**src/pios_pkg.sv**
```systemverilog
package pios_pkg;
	// Register byte offsets
	localparam logic [7:0] PIOS_CTRL_OFF = 8'h00;
	localparam logic [7:0] PIOS_INCLK_OFF = 8'h04;
	localparam logic [7:0] PIOS_INEN_OFF = 8'h08;
	localparam logic [7:0] PIOS_INRST_OFF = 8'h0c;
	localparam logic [7:0] PIOS_OUTCLK_OFF = 8'h10;
	localparam logic [7:0] PIOS_OUTEN_OFF = 8'h14;
	localparam logic [7:0] PIOS_OUTRST_OFF = 8'h18;
	localparam logic [7:0] PIOS_STAT_OFF = 8'h1c;
	// Source selector encodings
	localparam logic [1:0] PIOS_SRC_DEF = 2'h0;
	localparam logic [1:0] PIOS_SRC_EXT = 2'h1;
	localparam logic [1:0] PIOS_SRC_PIN = 2'h2;
	// Input sync modes
	localparam logic [1:0] PIOS_IN_DOUBLE = 2'h0;
	localparam logic [1:0] PIOS_IN_SINGLE = 2'h1;
	localparam logic [1:0] PIOS_IN_TRANSP = 2'h2;
	// Source register fields: [1:0] src, [2] invert, [5:3] pin, [6] level mode
	localparam int PIOS_SRC_LSB = 0;
	localparam int PIOS_INV_BIT = 2;
	localparam int PIOS_IDX_LSB = 3;
	localparam int PIOS_MODE_BIT = 6;
	localparam int PIOS_SEL_W = 7;
	// Control register fields
	localparam int PIOS_INMODE_LSB = 0;
	localparam int PIOS_OSYNC_BIT = 2;
	localparam int PIOS_OESYNC_BIT = 3;
	localparam int PIOS_ORST_BIT = 4;
	localparam int PIOS_OERST_BIT = 5;
	localparam int PIOS_BOOT_BIT = 6;
	// Reset values
	localparam logic [PIOS_SEL_W-1:0] PIOS_SEL_RST = 7'h00;
	localparam logic [6:0] PIOS_CTRL_RST = 7'h00;
	// Power-on pin states
	localparam logic [1:0] PIOS_POR_DC = 2'h0;
	localparam logic [1:0] PIOS_POR_HIZ = 2'h1;
	localparam logic [1:0] PIOS_POR_UP = 2'h2;
	localparam logic [1:0] PIOS_POR_DN = 2'h3;

	typedef struct packed {
		logic level_mode;
		logic [2:0] pin;
		logic invert;
		logic [1:0] src;
	} pios_sel_t;

	typedef struct packed {
		logic [31:0] paddr;
		logic psel;
		logic penable;
		logic pwrite;
		logic [31:0] pwdata;
	} pios_apb_req_t;
endpackage : pios_pkg

```
**src/pios_top.sv**
```systemverilog
// Decided for this implementation: the register addresses and the APB interface to the registers.
`timescale 1ns/1ps
`default_nettype none
module pios_top #(
	parameter int N = 8,
	parameter logic [2*N-1:0] POR_CFG = '0 // Per-pin power-on request, 2 bits each
) (
	input wire logic mclk_i, // System clock, 100 MHz
	input wire logic sys_rst_i, // Async reset, high
	input wire logic ce_i, // Clock enable, freezes state when low
	input wire logic psel_i, // APB select
	input wire logic penable_i, // APB enable
	input wire logic pwrite_i, // APB direction
	input wire logic [31:0] paddr_i, // APB address
	input wire logic [31:0] pwdata_i, // APB write data
	output logic [31:0] prdata_o, // APB read data
	output logic pready_o, // APB ready
	output logic pslverr_o, // APB error
	input wire logic [N-1:0] pin_in_i, // Pin levels from pads
	output logic [N-1:0] pin_out_o, // Pin drive values
	output logic [N-1:0] pin_oe_o, // Pin output enables, high drives
	output logic [N-1:0] fab_in_o, // Synchronised inputs to fabric
	input wire logic [N-1:0] fab_out_i, // Output data from fabric
	input wire logic [N-1:0] fab_oe_i, // Output enables from fabric
	input wire logic in_clk_i, // External input clock terminal
	input wire logic in_en_i, // External input enable terminal
	input wire logic in_rst_i, // External input reset terminal
	input wire logic out_clk_i, // External output clock terminal
	input wire logic out_en_i, // External output enable terminal
	input wire logic out_rst_i, // External output reset terminal
	output logic por_pull_up_o, // Port held pulled up out of reset
	output logic por_pull_dn_o, // Port held pulled down out of reset
	output logic por_active_o // Power-on state still governs the pin pulls
);
	import pios_pkg::*;
	// Data paths, all on mclk_i:
	// Pad in -> two pad flops -> input stages -> fabric flop
	// Fabric out -> output stage -> pad flop
	// Fabric OE -> OE stage -> pad flop
	// Foreign clocks are sampled levels, not real clock nets
	// Their edges are found at mclk_i rate, so each must stay
	// below half of mclk_i or edges are lost
	// ce_i low freezes every flop here and in both strobe generators

	pios_apb_req_t req;
	pios_sel_t inclk_r, inen_r, inrst_r, outclk_r, outen_r, outrst_r;
	logic [6:0] ctrl_r;
	logic [N-1:0] meta_r, pin_s_r, stage1_r, stage2_r, out_r, oe_r;
	logic in_tick, in_clr, out_tick, out_clr;
	logic setup, wr_en;
	logic [31:0] rd_nxt;
	logic err_nxt;
	logic [1:0] por_state;

	assign req = '{paddr: paddr_i, psel: psel_i, penable: penable_i, pwrite: pwrite_i,
		pwdata: pwdata_i};
	// Setup cycle decided here; pready comes one cycle later, in the first access cycle, so no access waits
	assign setup = req.psel && !req.penable && !pready_o;
	assign wr_en = req.psel && req.penable && pready_o && req.pwrite && !pslverr_o;

	// Resolve the port's common power-on state from each pin's request
	// Higher pin wins if requests differ; a consistent port
	// never has differing requests, so the order is moot
	function automatic logic [1:0] por_resolve(input logic [2*N-1:0] cfg);
		logic [1:0] res;
		res = PIOS_POR_HIZ;
		for (int i = 0; i < N; i++) begin
			if (cfg[2*i +: 2] != PIOS_POR_DC) begin
				res = cfg[2*i +: 2];
			end
		end
		return res;
	endfunction : por_resolve

	assign por_state = por_resolve(POR_CFG);

	// Pads are asynchronous: two flops before anything reads them
	// Cleared at reset; a pad already high shows one rise afterwards
	// Harmless: every selection returns to its default with reset
	always_ff @(posedge mclk_i or posedge sys_rst_i) begin
		if (sys_rst_i) begin
			meta_r <= '0;
			pin_s_r <= '0;
		end else if (ce_i) begin
			meta_r <= pin_in_i;
			pin_s_r <= meta_r;
		end
	end

	// Both generators watch the synchronised pads, never the raw ones,
	// so a pin used as clock or enable sees the same delay as data
	// Pin index is three bits, so N above eight is not reachable
	// Input side strobe generator
	pios_gate #(.N(N)) u_in_gate (
		.mclk_i(mclk_i),
		.sys_rst_i(sys_rst_i),
		.ce_i(ce_i),
		.clk_sel_i(inclk_r),
		.en_sel_i(inen_r),
		.rst_sel_i(inrst_r),
		.ext_clk_i(in_clk_i),
		.ext_en_i(in_en_i),
		.ext_rst_i(in_rst_i),
		.pins_i(pin_s_r),
		.tick_o(in_tick),
		.clr_o(in_clr)
	);

	// Output side strobe generator, one reset selection shared by data and OE
	pios_gate #(.N(N)) u_out_gate (
		.mclk_i(mclk_i),
		.sys_rst_i(sys_rst_i),
		.ce_i(ce_i),
		.clk_sel_i(outclk_r),
		.en_sel_i(outen_r),
		.rst_sel_i(outrst_r),
		.ext_clk_i(out_clk_i),
		.ext_en_i(out_en_i),
		.ext_rst_i(out_rst_i),
		.pins_i(pin_s_r),
		.tick_o(out_tick),
		.clr_o(out_clr)
	);

	// Latency from pad to fabric in default mode: five edges
	// Two pad flops, two stages, one fabric flop
	// Trade-off: the pad flops stay even in transparent mode,
	// so no path from a pad reaches logic unregistered
	// Input synchroniser chain on the selected input clock
	always_ff @(posedge mclk_i or posedge sys_rst_i) begin
		if (sys_rst_i) begin
			stage1_r <= '0;
			stage2_r <= '0;
		end else if (ce_i) begin
			if (in_clr) begin
				// Clear beats any pending update, held while reset stands
				stage1_r <= '0;
				stage2_r <= '0;
			end else if (in_tick) begin
				stage1_r <= pin_s_r;
				stage2_r <= stage1_r;
			end
		end
	end

	// Mode 3 is unused and falls back to double
	// Mode changes take effect at the next edge, with no filtering
	// Fabric view of the pins, per selected sync mode
	always_ff @(posedge mclk_i or posedge sys_rst_i) begin
		if (sys_rst_i) begin
			fab_in_o <= '0;
		end else if (ce_i) begin
			case (ctrl_r[PIOS_INMODE_LSB +: 2])
				PIOS_IN_SINGLE: fab_in_o <= stage1_r;
				PIOS_IN_TRANSP: fab_in_o <= pin_s_r;
				default: fab_in_o <= stage2_r;
			endcase
		end
	end

	// Data and OE share one strobe and one reset selection,
	// but each clear is gated by its own control bit
	// Reset beats update, as on the input side
	// Output data and OE synchronisers on the selected output clock
	always_ff @(posedge mclk_i or posedge sys_rst_i) begin
		if (sys_rst_i) begin
			out_r <= '0;
			oe_r <= '0;
		end else if (ce_i) begin
			if (out_clr && ctrl_r[PIOS_ORST_BIT]) begin
				out_r <= '0;
			end else if (out_tick) begin
				out_r <= fab_out_i;
			end
			if (out_clr && ctrl_r[PIOS_OERST_BIT]) begin
				oe_r <= '0;
			end else if (out_tick) begin
				oe_r <= fab_oe_i;
			end
		end
	end

	// Pad drivers; transparent paths still pass one flop to keep outputs registered
	// Cost: one extra cycle of latency in transparent modes
	always_ff @(posedge mclk_i or posedge sys_rst_i) begin
		if (sys_rst_i) begin
			pin_out_o <= '0;
			pin_oe_o <= '0;
		end else if (ce_i) begin
			pin_out_o <= ctrl_r[PIOS_OSYNC_BIT] ? out_r : fab_out_i;
			pin_oe_o <= ctrl_r[PIOS_OESYNC_BIT] ? oe_r : fab_oe_i;
		end
	end

	// Pulls are outputs of this block only; the pad cell applies them
	// Boot strobe is one-shot: only a full reset re-arms it,
	// but pin_out_o and pin_oe_o are not gated by it, so pulls and the operational drive can overlap
	// Power-on pull state holds until software applies the boot drive
	always_ff @(posedge mclk_i or posedge sys_rst_i) begin
		if (sys_rst_i) begin
			por_active_o <= 1'b1;
			por_pull_up_o <= 1'b0;
			por_pull_dn_o <= 1'b0;
		end else if (ce_i) begin
			if (wr_en && req.paddr[7:0] == PIOS_CTRL_OFF && req.pwdata[PIOS_BOOT_BIT]) begin
				por_active_o <= 1'b0;
			end
			por_pull_up_o <= por_active_o && (por_state == PIOS_POR_UP);
			por_pull_dn_o <= por_active_o && (por_state == PIOS_POR_DN);
		end
	end

	// Register map, one word each, unused bits read zero
	// 0x00 control: [1:0] input mode, [2] output sync, [3] OE sync,
	// [4] output reset use, [5] OE reset use, [6] boot strobe
	// 0x04 to 0x18 source selections, same layout for all six:
	// [1:0] source, [2] invert, [5:3] pin index, [6] level mode
	// Level mode only matters in the two enable selections
	// 0x1c status, read only: pins, pad enables, power-on state
	// Writes to status or unmapped words change nothing
	// Selection reset value zero picks the defaults everywhere
	// Configuration registers, written at the access edge with pready high
	always_ff @(posedge mclk_i or posedge sys_rst_i) begin
		if (sys_rst_i) begin
			ctrl_r <= PIOS_CTRL_RST;
			inclk_r <= PIOS_SEL_RST;
			inen_r <= PIOS_SEL_RST;
			inrst_r <= PIOS_SEL_RST;
			outclk_r <= PIOS_SEL_RST;
			outen_r <= PIOS_SEL_RST;
			outrst_r <= PIOS_SEL_RST;
		end else if (ce_i && wr_en) begin
			case (req.paddr[7:0])
				PIOS_CTRL_OFF: ctrl_r <= {1'b0, pwdata_i[5:0]};
				PIOS_INCLK_OFF: inclk_r <= pwdata_i[PIOS_SEL_W-1:0];
				PIOS_INEN_OFF: inen_r <= pwdata_i[PIOS_SEL_W-1:0];
				PIOS_INRST_OFF: inrst_r <= pwdata_i[PIOS_SEL_W-1:0];
				PIOS_OUTCLK_OFF: outclk_r <= pwdata_i[PIOS_SEL_W-1:0];
				PIOS_OUTEN_OFF: outen_r <= pwdata_i[PIOS_SEL_W-1:0];
				PIOS_OUTRST_OFF: outrst_r <= pwdata_i[PIOS_SEL_W-1:0];
				default: ;
			endcase
		end
	end

	// Full address compared, so aliases above the map answer an error
	// Read mux and decode, evaluated in the setup cycle
	always_comb begin
		rd_nxt = 32'h0000_0000;
		err_nxt = 1'b0;
		case (req.paddr)
			{24'h0, PIOS_CTRL_OFF}: rd_nxt = {25'h0, por_active_o, ctrl_r[5:0]};
			{24'h0, PIOS_INCLK_OFF}: rd_nxt = {25'h0, inclk_r};
			{24'h0, PIOS_INEN_OFF}: rd_nxt = {25'h0, inen_r};
			{24'h0, PIOS_INRST_OFF}: rd_nxt = {25'h0, inrst_r};
			{24'h0, PIOS_OUTCLK_OFF}: rd_nxt = {25'h0, outclk_r};
			{24'h0, PIOS_OUTEN_OFF}: rd_nxt = {25'h0, outen_r};
			{24'h0, PIOS_OUTRST_OFF}: rd_nxt = {25'h0, outrst_r};
			{24'h0, PIOS_STAT_OFF}: rd_nxt = {8'h00, por_state, 6'h00, pin_oe_o, pin_s_r};
			default: err_nxt = 1'b1;
		endcase
	end

	// Fixed latency: setup edge decodes, access edge answers
	// Read data is captured at setup and holds until the next setup
	// Hold ce_i high across a transfer: pready freezes high meanwhile,
	// and a write completing while frozen is lost
	// APB answer: no wait state, ready for exactly one cycle
	always_ff @(posedge mclk_i or posedge sys_rst_i) begin
		if (sys_rst_i) begin
			pready_o <= 1'b0;
			pslverr_o <= 1'b0;
			prdata_o <= 32'h0000_0000;
		end else if (ce_i) begin
			pready_o <= setup;
			pslverr_o <= setup && err_nxt;
			if (setup) begin
				prdata_o <= (req.pwrite || err_nxt) ? 32'h0000_0000 : rd_nxt;
			end
		end
	end
endmodule : pios_top
`default_nettype wire

```
**src/pios_gate.sv**
```systemverilog
`timescale 1ns/1ps
`default_nettype none
// Turns a clock, enable and reset selection into an update strobe and clear
module pios_gate #(
	parameter int N = 8
) (
	input wire logic mclk_i, // System clock
	input wire logic sys_rst_i, // Async reset, high
	input wire logic ce_i, // Clock enable
	input wire pios_pkg::pios_sel_t clk_sel_i, // Clock source selection
	input wire pios_pkg::pios_sel_t en_sel_i, // Enable source selection
	input wire pios_pkg::pios_sel_t rst_sel_i, // Reset source selection
	input wire logic ext_clk_i, // External clock terminal
	input wire logic ext_en_i, // External enable terminal
	input wire logic ext_rst_i, // External reset terminal
	input wire logic [N-1:0] pins_i, // Synchronised pin levels
	output logic tick_o, // Update strobe
	output logic clr_o // Synchroniser clear
);
	import pios_pkg::*;
	logic clk_lvl, en_lvl, en_rise, armed, clk_edge;
	logic clk_prev_r, en_prev_r, armed_r;

	// Selected levels, inverted inside the block on request
	always_comb begin
		clk_lvl = clk_sel_i.invert ^ ((clk_sel_i.src == PIOS_SRC_PIN) ? pins_i[clk_sel_i.pin] :
			ext_clk_i);
		en_lvl = en_sel_i.invert ^ ((en_sel_i.src == PIOS_SRC_PIN) ? pins_i[en_sel_i.pin] :
			ext_en_i);
		clr_o = (rst_sel_i.src != PIOS_SRC_DEF) && (rst_sel_i.invert ^
			((rst_sel_i.src == PIOS_SRC_PIN) ? pins_i[rst_sel_i.pin] : ext_rst_i));
		// High-frequency clock means every system cycle is an edge
		clk_edge = (clk_sel_i.src == PIOS_SRC_DEF) || (clk_lvl && !clk_prev_r);
		en_rise = en_lvl && !en_prev_r;
		armed = armed_r || en_rise;
		if (en_sel_i.src == PIOS_SRC_DEF) begin
			tick_o = clk_edge;
		end else if (en_sel_i.level_mode) begin
			tick_o = clk_edge && en_lvl;
		end else begin
			tick_o = clk_edge && armed;
		end
	end

	// Edge history for clock and enable
	always_ff @(posedge mclk_i or posedge sys_rst_i) begin
		if (sys_rst_i) begin
			clk_prev_r <= 1'b0;
			en_prev_r <= 1'b0;
		end else if (ce_i) begin
			clk_prev_r <= clk_lvl;
			en_prev_r <= en_lvl;
		end
	end

	// One rise arms exactly one update; a rise in the same cycle as a clock edge is consumed by that edge
	always_ff @(posedge mclk_i or posedge sys_rst_i) begin
		if (sys_rst_i) begin
			armed_r <= 1'b0;
		end else if (ce_i) begin
			if (en_rise) begin
				armed_r <= !clk_edge;
			end else if (clk_edge) begin
				armed_r <= 1'b0;
			end
		end
	end
endmodule : pios_gate
`default_nettype wire

```
**config.mk**
```make
export PLATFORM = sky130hd
export DESIGN_NAME = pios_top
export DESIGN_NICKNAME = d
export VERILOG_FILES = /design/src/pios_pkg.sv /design/src/pios_top.sv /design/src/pios_gate.sv
export SDC_FILE = /design/constraint.sdc
export NUM_CORES = 1
export LEC_CHECK = 0
export BUFFER_PORTS_ARGS = -buffer_cell sky130_fd_sc_hd__buf_4
export CELL_PAD_IN_SITES_DETAIL_PLACEMENT = 1
export CELL_PAD_IN_SITES_GLOBAL_PLACEMENT = 1
export CORE_ASPECT_RATIO = 1.1
export CORE_MARGIN = 1.5
export CORE_UTILIZATION = 47
export DETAILED_ROUTE_END_ITERATION = 7
export GPL_TIMING_DRIVEN = 0
export PLACE_DENSITY_LB_ADDON = 0.25
export SLEW_MARGIN = 20
export SYNTH_ARGS = -nofsm -noshare
export SYNTH_HDL_FRONTEND = slang
export SYNTH_SLANG_ARGS = --single-unit
export TNS_END_PERCENT = 10
```
**constraint.sdc**
```tcl
create_clock -name mclk_i -period 8.1 [get_ports mclk_i]
set_input_delay 0.405 -clock mclk_i [delete_from_list [all_inputs] [get_ports mclk_i]]
set_output_delay 0.405 -clock mclk_i [all_outputs]
set_load 0.01 [all_outputs]
```
Yosys cells after proc, flatten, opt, wreduce, memory -nomap -nowiden
Cells that the tools add are included.
{ "word_totals": {"in_bits": 100, "ramBits": 0, "reg_bits": 161, "memories": 0, "elab_cells": 181, "latchBits": 0, "out_inout_bits": 61, "romBits": 0} }
{ "op_classes": {"n_eq_ne": 21, "n_shift": 0, "div": 0, "bitwise": 6, "n_addsub": 0, "n_lt_le_gt_ge": 6, "muxes": 40, "mul": 0, "n_reduce_logical": 64} }
{ "op_table": {"columns": ["operator", "count"], "rows": [
  ["23-bit one-hot mux with 8 select lines", 1],
  ["32-bit by 5-bit equality test with 1-bit output (second input constant)", 4],
  ["8-bit 2-to-1 mux", 10],
  ["32-bit by 4-bit equality test with 1-bit output (second input constant)", 2],
  ["32-bit by 3-bit equality test with 1-bit output (second input constant)", 1],
  ["32-bit logical NOT", 1],
  ["32-bit 2-to-1 mux", 1],
  ["2-bit AND reduction", 14],
  ["8-bit by 5-bit equality test with 1-bit output (second input constant)", 3],
  ["3-bit by 4-bit < comparator with 1-bit output (second input constant)", 6],
  ["1-bit logical AND", 22],
  ["1-bit 2-to-1 mux", 21],
  ["1-bit binary-select mux with 3-bit select", 6],
  ["8-bit by 4-bit equality test with 1-bit output (second input constant)", 2],
  ["8-bit one-hot mux with 2 select lines", 1],
  ["2-bit equality test (second input constant)", 7],
  ["2-bit nonzero test", 7],
  ["1-bit logical NOT", 9],
  ["8-bit by 3-bit equality test with 1-bit output (second input constant)", 1],
  ["2-bit logical NOT", 4],
  ["8-bit logical NOT", 1],
  ["8-bit OR reduction", 1],
  ["1-bit XOR", 6],
  ["1-bit logical OR", 5],
  ["2-bit by 1-bit equality test with 1-bit output (second input constant)", 1]
]} }

Logic depth before layout (Yosys ltp)
{ "depth": {"ltp_word": 11, "ltp_mapped": 9, "mapped_depth_nobuf": 6} }

Cells and area by module
Synthesis repeated with hierarchy kept, for this count alone.
{ "hier_totals": {"hier_cells": 639, "hier_area_um2": 7504.7} }
{ "modules_own_cells": {"columns": ["mod", "area_each_um2", "cells_per_inst", "n_inst"], "rows": [
  ["pios_top", 6363.6, 511, 1],
  ["pios_gate", 570.5, 64, 2]
]} }

Worst setup path after synthesis
OpenSTA, ideal clock, no wires.
{ "synth_timing": {"kind": "reg-to-reg", "start": "register pin_s_r[7]", "end": "register oe_r[6]", "path_slack_ns": 5.840, "arrival_ns": 2.181, "stages_incl_launch_ff": 9, "setup_time_ns": 0.079, "path_buffers": 2, "required_ns": 8.021, "path_cell_list": "dfrtp_1 buf_2 mux4_2 mux2_2 xor2_1 a31oi_4 a21oi_4 buf_6 mux2i_1"} }
{ "synth_between": {"elab_chain_cells": 11, "elab_cells_between_ends": 25, "cone_classes": "mux (12); bitwise (3); reduce/logical (10)"} }
{ "synth_rtl": {"columns": ["element", "line_no", "rtl"], "rows": [
  ["from (decl)", "pios_top.sv:48", "logic [N-1:0] meta_r, pin_s_r, stage1_r, stage2_r, out_r, oe_r;"],
  ["from (signal assigned)", "pios_top.sv:86", "pin_s_r <= meta_r;"],
  ["1-bit binary-select mux with 3-bit select, on equally long branches", "pios_gate.sv:26, pios_gate.sv:28", null],
  ["1-bit 2-to-1 mux, on equally long branches (2 in series)", "pios_gate.sv:26, pios_gate.sv:28", null],
  ["1-bit XOR, on equally long branches", "pios_gate.sv:26, pios_gate.sv:28", null],
  ["1-bit logical AND, on equally long branches", "pios_gate.sv:33, pios_gate.sv:34", null],
  ["1-bit logical OR, on equally long branches", "pios_gate.sv:33, pios_gate.sv:35", null],
  ["1-bit logical AND, on equally long branches", "pios_gate.sv:41, pios_gate.sv:39", null],
  ["1-bit 2-to-1 mux", "pios_gate.sv:38", "end else if (en_sel_i.level_mode) begin"],
  ["1-bit 2-to-1 mux", "pios_gate.sv:36", "if (en_sel_i.src == PIOS_SRC_DEF) begin"],
  ["2-bit nonzero test (no source line)", null, null],
  ["2-bit AND reduction (no source line)", null, null],
  ["to (signal assigned)", "pios_top.sv:178", "oe_r <= fab_oe_i;"],
  ["to (decl)", "pios_top.sv:48", null]
]} }
Several ways; a longest one is shown, not always the timed one. The select of a mux whose other input is x is not followed.
A chain may end at the register's enable or synchronous reset.

Worst setup path in the final report
{ "layout_timing": {"start": "register pin_s_r[1]", "end": "register stage1_r[5]"} }
{ "layout_between": {"elab_chain_cells": 11, "elab_cells_between_ends": 24, "cone_classes": "mux (12); bitwise (3); reduce/logical (9)"} }
{ "layout_rtl": {"columns": ["element", "line_no", "rtl"], "rows": [
  ["1-bit binary-select mux with 3-bit select, on equally long branches", "pios_gate.sv:26, pios_gate.sv:28", null],
  ["1-bit 2-to-1 mux, on equally long branches (2 in series)", "pios_gate.sv:26, pios_gate.sv:28", null],
  ["1-bit XOR, on equally long branches", "pios_gate.sv:26, pios_gate.sv:28", null],
  ["1-bit logical AND, on equally long branches", "pios_gate.sv:33, pios_gate.sv:34", null],
  ["1-bit logical OR, on equally long branches", "pios_gate.sv:33, pios_gate.sv:35", null],
  ["1-bit logical AND, on equally long branches", "pios_gate.sv:41, pios_gate.sv:39", null],
  ["1-bit 2-to-1 mux", "pios_gate.sv:38", null],
  ["1-bit 2-to-1 mux", "pios_gate.sv:36", null],
  ["2-bit nonzero test (no source line)", null, null],
  ["2-bit AND reduction (no source line)", null, null],
  ["to (signal assigned)", "pios_top.sv:140", "stage1_r <= pin_s_r;"],
  ["to (decl)", "pios_top.sv:48", null]
]} }
Several ways; a longest one is shown, not always the timed one. The select of a mux whose other input is x is not followed.

==> impl_results.md <==
- Total clock buffers created by CTS: 17
- Total congestion overflow: 0
- CTS tree: built
- Resized cells post-CTS: 0
- Synth cell types: 63
- NumNets Final: 917
- Initial Util: between 40 and 50%
- Buf/Inv on CP: 2
- Fin. max-slew vios: 0
- DP HPWL: 15700 µm
- Die X: between 100 and 150 µm
- Peak supply drop: 0.137 mV
- Hold Violations, Final: 0
- Pre-antenna DRT Iters: 8
- Gp weighted congestion: between 0.8 and 0.9
- Largest net degree at the start of global routing: 75
- Vias in the first global route: 6761
- EDFF count, synth: 0
- Cell area power density: 201 nW/µm²
- Clock Sinks: 146
- Fin crit period: between 2000 and 3000 ps
- Capture point of the worst path: stage1_r[5]
- Most common cell after layout, fill and taps aside: dfrtp_1
- Hold_buf cts: 0
- Critical Path Sink Type: register
- Final TNS setup: 0 ps
- Leak: roughly 4.5 nW
- Top Ports: 161
- # rows: 49
- Tot GR Track Use: 27.0%
- Clock Skews: about 4.8 ps
- Final Cycle Share: 34.6%
- Via-to-Cell Ratio: 5.91
- Worst Path Max Fanout: 10
- CP Depth: 8
- Synth Cell Area: 7800 µm²
- Die area: 17400 µm²
- CP startpoint: pin_s_r[1]
- Reg-to-reg endpoint: stage1_r[5]
- Seq/Total Area, Yosys: between 40 and 50%
- Top delay family on crit path: compound AO/OA/AOI/OAI gates
- Violated checks: design-rule violations
- Unrepaired setup endpoints after global routing: false
- Delay of the slowest critical-path stage: 540 ps
- Setup Viol. Count Final: 0
- Total number of vias: 6094
- Die Ht: 138 µm
- Async set-reset flop share out of synthesis: 100%
- Max transition margin: 42.8%
- Global-route wire length before repair: 36500 µm
- Setup Buffers After CTS: 0
- Mean post-synth cell area: 11.7 µm²
- Crit path arrival time: 3140 ps
- Clock-pin slew on the worst setup and hold paths: 60 ps
- Avg WL per Cell: 21.9 µm
- DRT Wirelength: 22600 µm
- Layout overhead on the synthesized area: 23.5%
- Layout cell share with drive strength beyond 1: 36.8%
- Total power: 1.94 mW
- Clock Path Buffers: 2
- Max-cap violations: 0
- Synthesis-stage register bit count: ~150
- Worst R2R Start: pin_s_r[1]
- Most frequent cells in the layout: dfrtp_1 (145), buf_4 (132), mux2_2 (77)
- R2R Setup Slk: 5290 ps
- Syn Inst Count: roughly 660
- CP Cell Sequence: buf_2, mux2i_1, mux4_2, xnor2_1, a31oi_1, clkbuf_1, o2111ai_1, o221ai_1
- Critical Path Start Type: register
- Clk root buf: clkbuf_16
- Initial antenna violation count: 0
- Status: complete, but fails checks
- Initial DRC count: 348
- Placeable Area: between 15000 and 20000 µm²
- N_diodes: 0
- Maximum clock rate: ~0.36 GHz
- DR DRC count: 14
- IO buf count: between 100 and 150
- Final antenna-violating net count: 0
- H-tree Lvls: 4
- Clk_lat worst skew: 430 ps
- Critical Path RT: 8430 ps
- Fillers: 1695
- Min-Delay Path Class: input port to asynchronous set/reset pin
- Critical path class: register to register
- Total number of yosys warnings: 0
- Main synth FF type: dfrtp_1
- CP max-delay cell: a31oi_1
- Worst reg2reg path depth: 8
- Worst slew pin tran: between 800 and 900 ps
==> layer usage <==
metal,vias to the layer above,wire length [µm],GRT usage (%)
li1,2711,-,-
met3,45,1240,5.69
met1,3112,8890,32.6
met5,-,0,0
met4,0,660,10.9
met2,226,11800,47.3
==> per-stage QoR <==
stage | utilization [%] | worst slack (ps) | instances | hold slack [ps] | area, µm²
floorplan | - | 3770 | 680 | 463 | 7860
global placement | 55.1 | 2210 | 999 | 466 | 8980
detailed placement | 55.3 | 5340 | 1000 | 482 | 9010
CTS | 59.1 | 5340 | 1032 | 46.7 | 9640
global route | 59.1 | 5170 | 1032 | 54.4 | 9640
finish | 59.1 | 5290 | 1032 | 20.9 | 9640
==> sequential cells by signal, indices dropped and copies added (netlist names), 8 cells and up <==
register	flops
pin_out_o	8
fab_in_o	8
pin_oe_o	8
stage1_r	8
out_r	8
meta_r	8
oe_r	8
prdata_o	17
stage2_r	8
pin_s_r	8
==> cells in the mapped netlist (all sizes together), types with 2 or more instances <==
master	count	share of area, %
or3	4	0.45
nand2	69	3.3
xor2	7	0.79
o22ai	4	0.32
nor2	30	1.5
nand3	2	0.13
o21ai	6	0.38
nand2b	8	0.64
and3	3	0.24
o221ai	20	3.0
nor4	8	0.83
nor2b	5	0.40
nor4bb	2	0.26
mux2	78	11
xnor2	6	0.67
inv	28	1.3
a21oi	30	2.2
or4	2	0.19
nand4	2	0.16
mux4	17	4.9
mux2i	52	7.0
buf	45	3.7
dfrtp	145	47
a22o	16	1.8
nor3b	4	0.66
a31oi	6	0.67
a221oi	10	1.3
ha	2	0.32
clkbuf	17	0.82
o2111ai	16	1.8
nand3b	3	0.29
==> area by class of cell <==
cell class	count	area, µm²	share of cell area [%]
Inverter	29	116	1.21
Timing Repair Buffer	116	891	9.25
Multi-Input combinational cell	443	3750	38.9
Clock buffer	22	464	4.82
Clock inverter	10	156	1.62
Tap cell	204	255	2.65
Sequential cell	146	3650	37.9
Buffer	62	349	3.62
==> worst min-delay path by stage <==
| stage | cells after the start | end | startpoint |
|---|---|---|---|
| final | 2 | u_out_gate.clk_prev_r | sys_rst_i |
| after global routing | 2 | prdata_o[8] | sys_rst_i |
| after CTS | 2 | prdata_o[8] | sys_rst_i |
| after detailed placement | 1 | prdata_o[22] | prdata_o[22] |
| after global placement | 1 | prdata_o[22] | prdata_o[22] |
| after floorplan | 2 | u_in_gate.armed_r | u_in_gate.armed_r |
==> power breakdown <==
part	internal [mW]	total, mW	switching, mW
registers	0.781	0.814	0.0330
clock network	0.530	0.835	0.306
logic	0.131	0.287	0.157
total	1.44	1.94	0.495
==> cells by family (layout without fill, tap and decap cells) <==
kind of cell / after synthesis / in the layout / share of synthesized area [%]
muxes: 147 / 147 / 23.2
DFF: 146 / 146 / 46.8
and+or+nand+nor: 146 / 146 / 9.45
AOI/OAI and AO/OA: 118 / 118 / 12.8
buffers and inverters: 91 / 239 / 5.87
xor gates and xnor gates: 13 / 13 / 1.46
adders and majority gates: 2 / 2 / 0.321
other: 1 / 17 / 0.0481
Power figures use the tool's default switching activity.
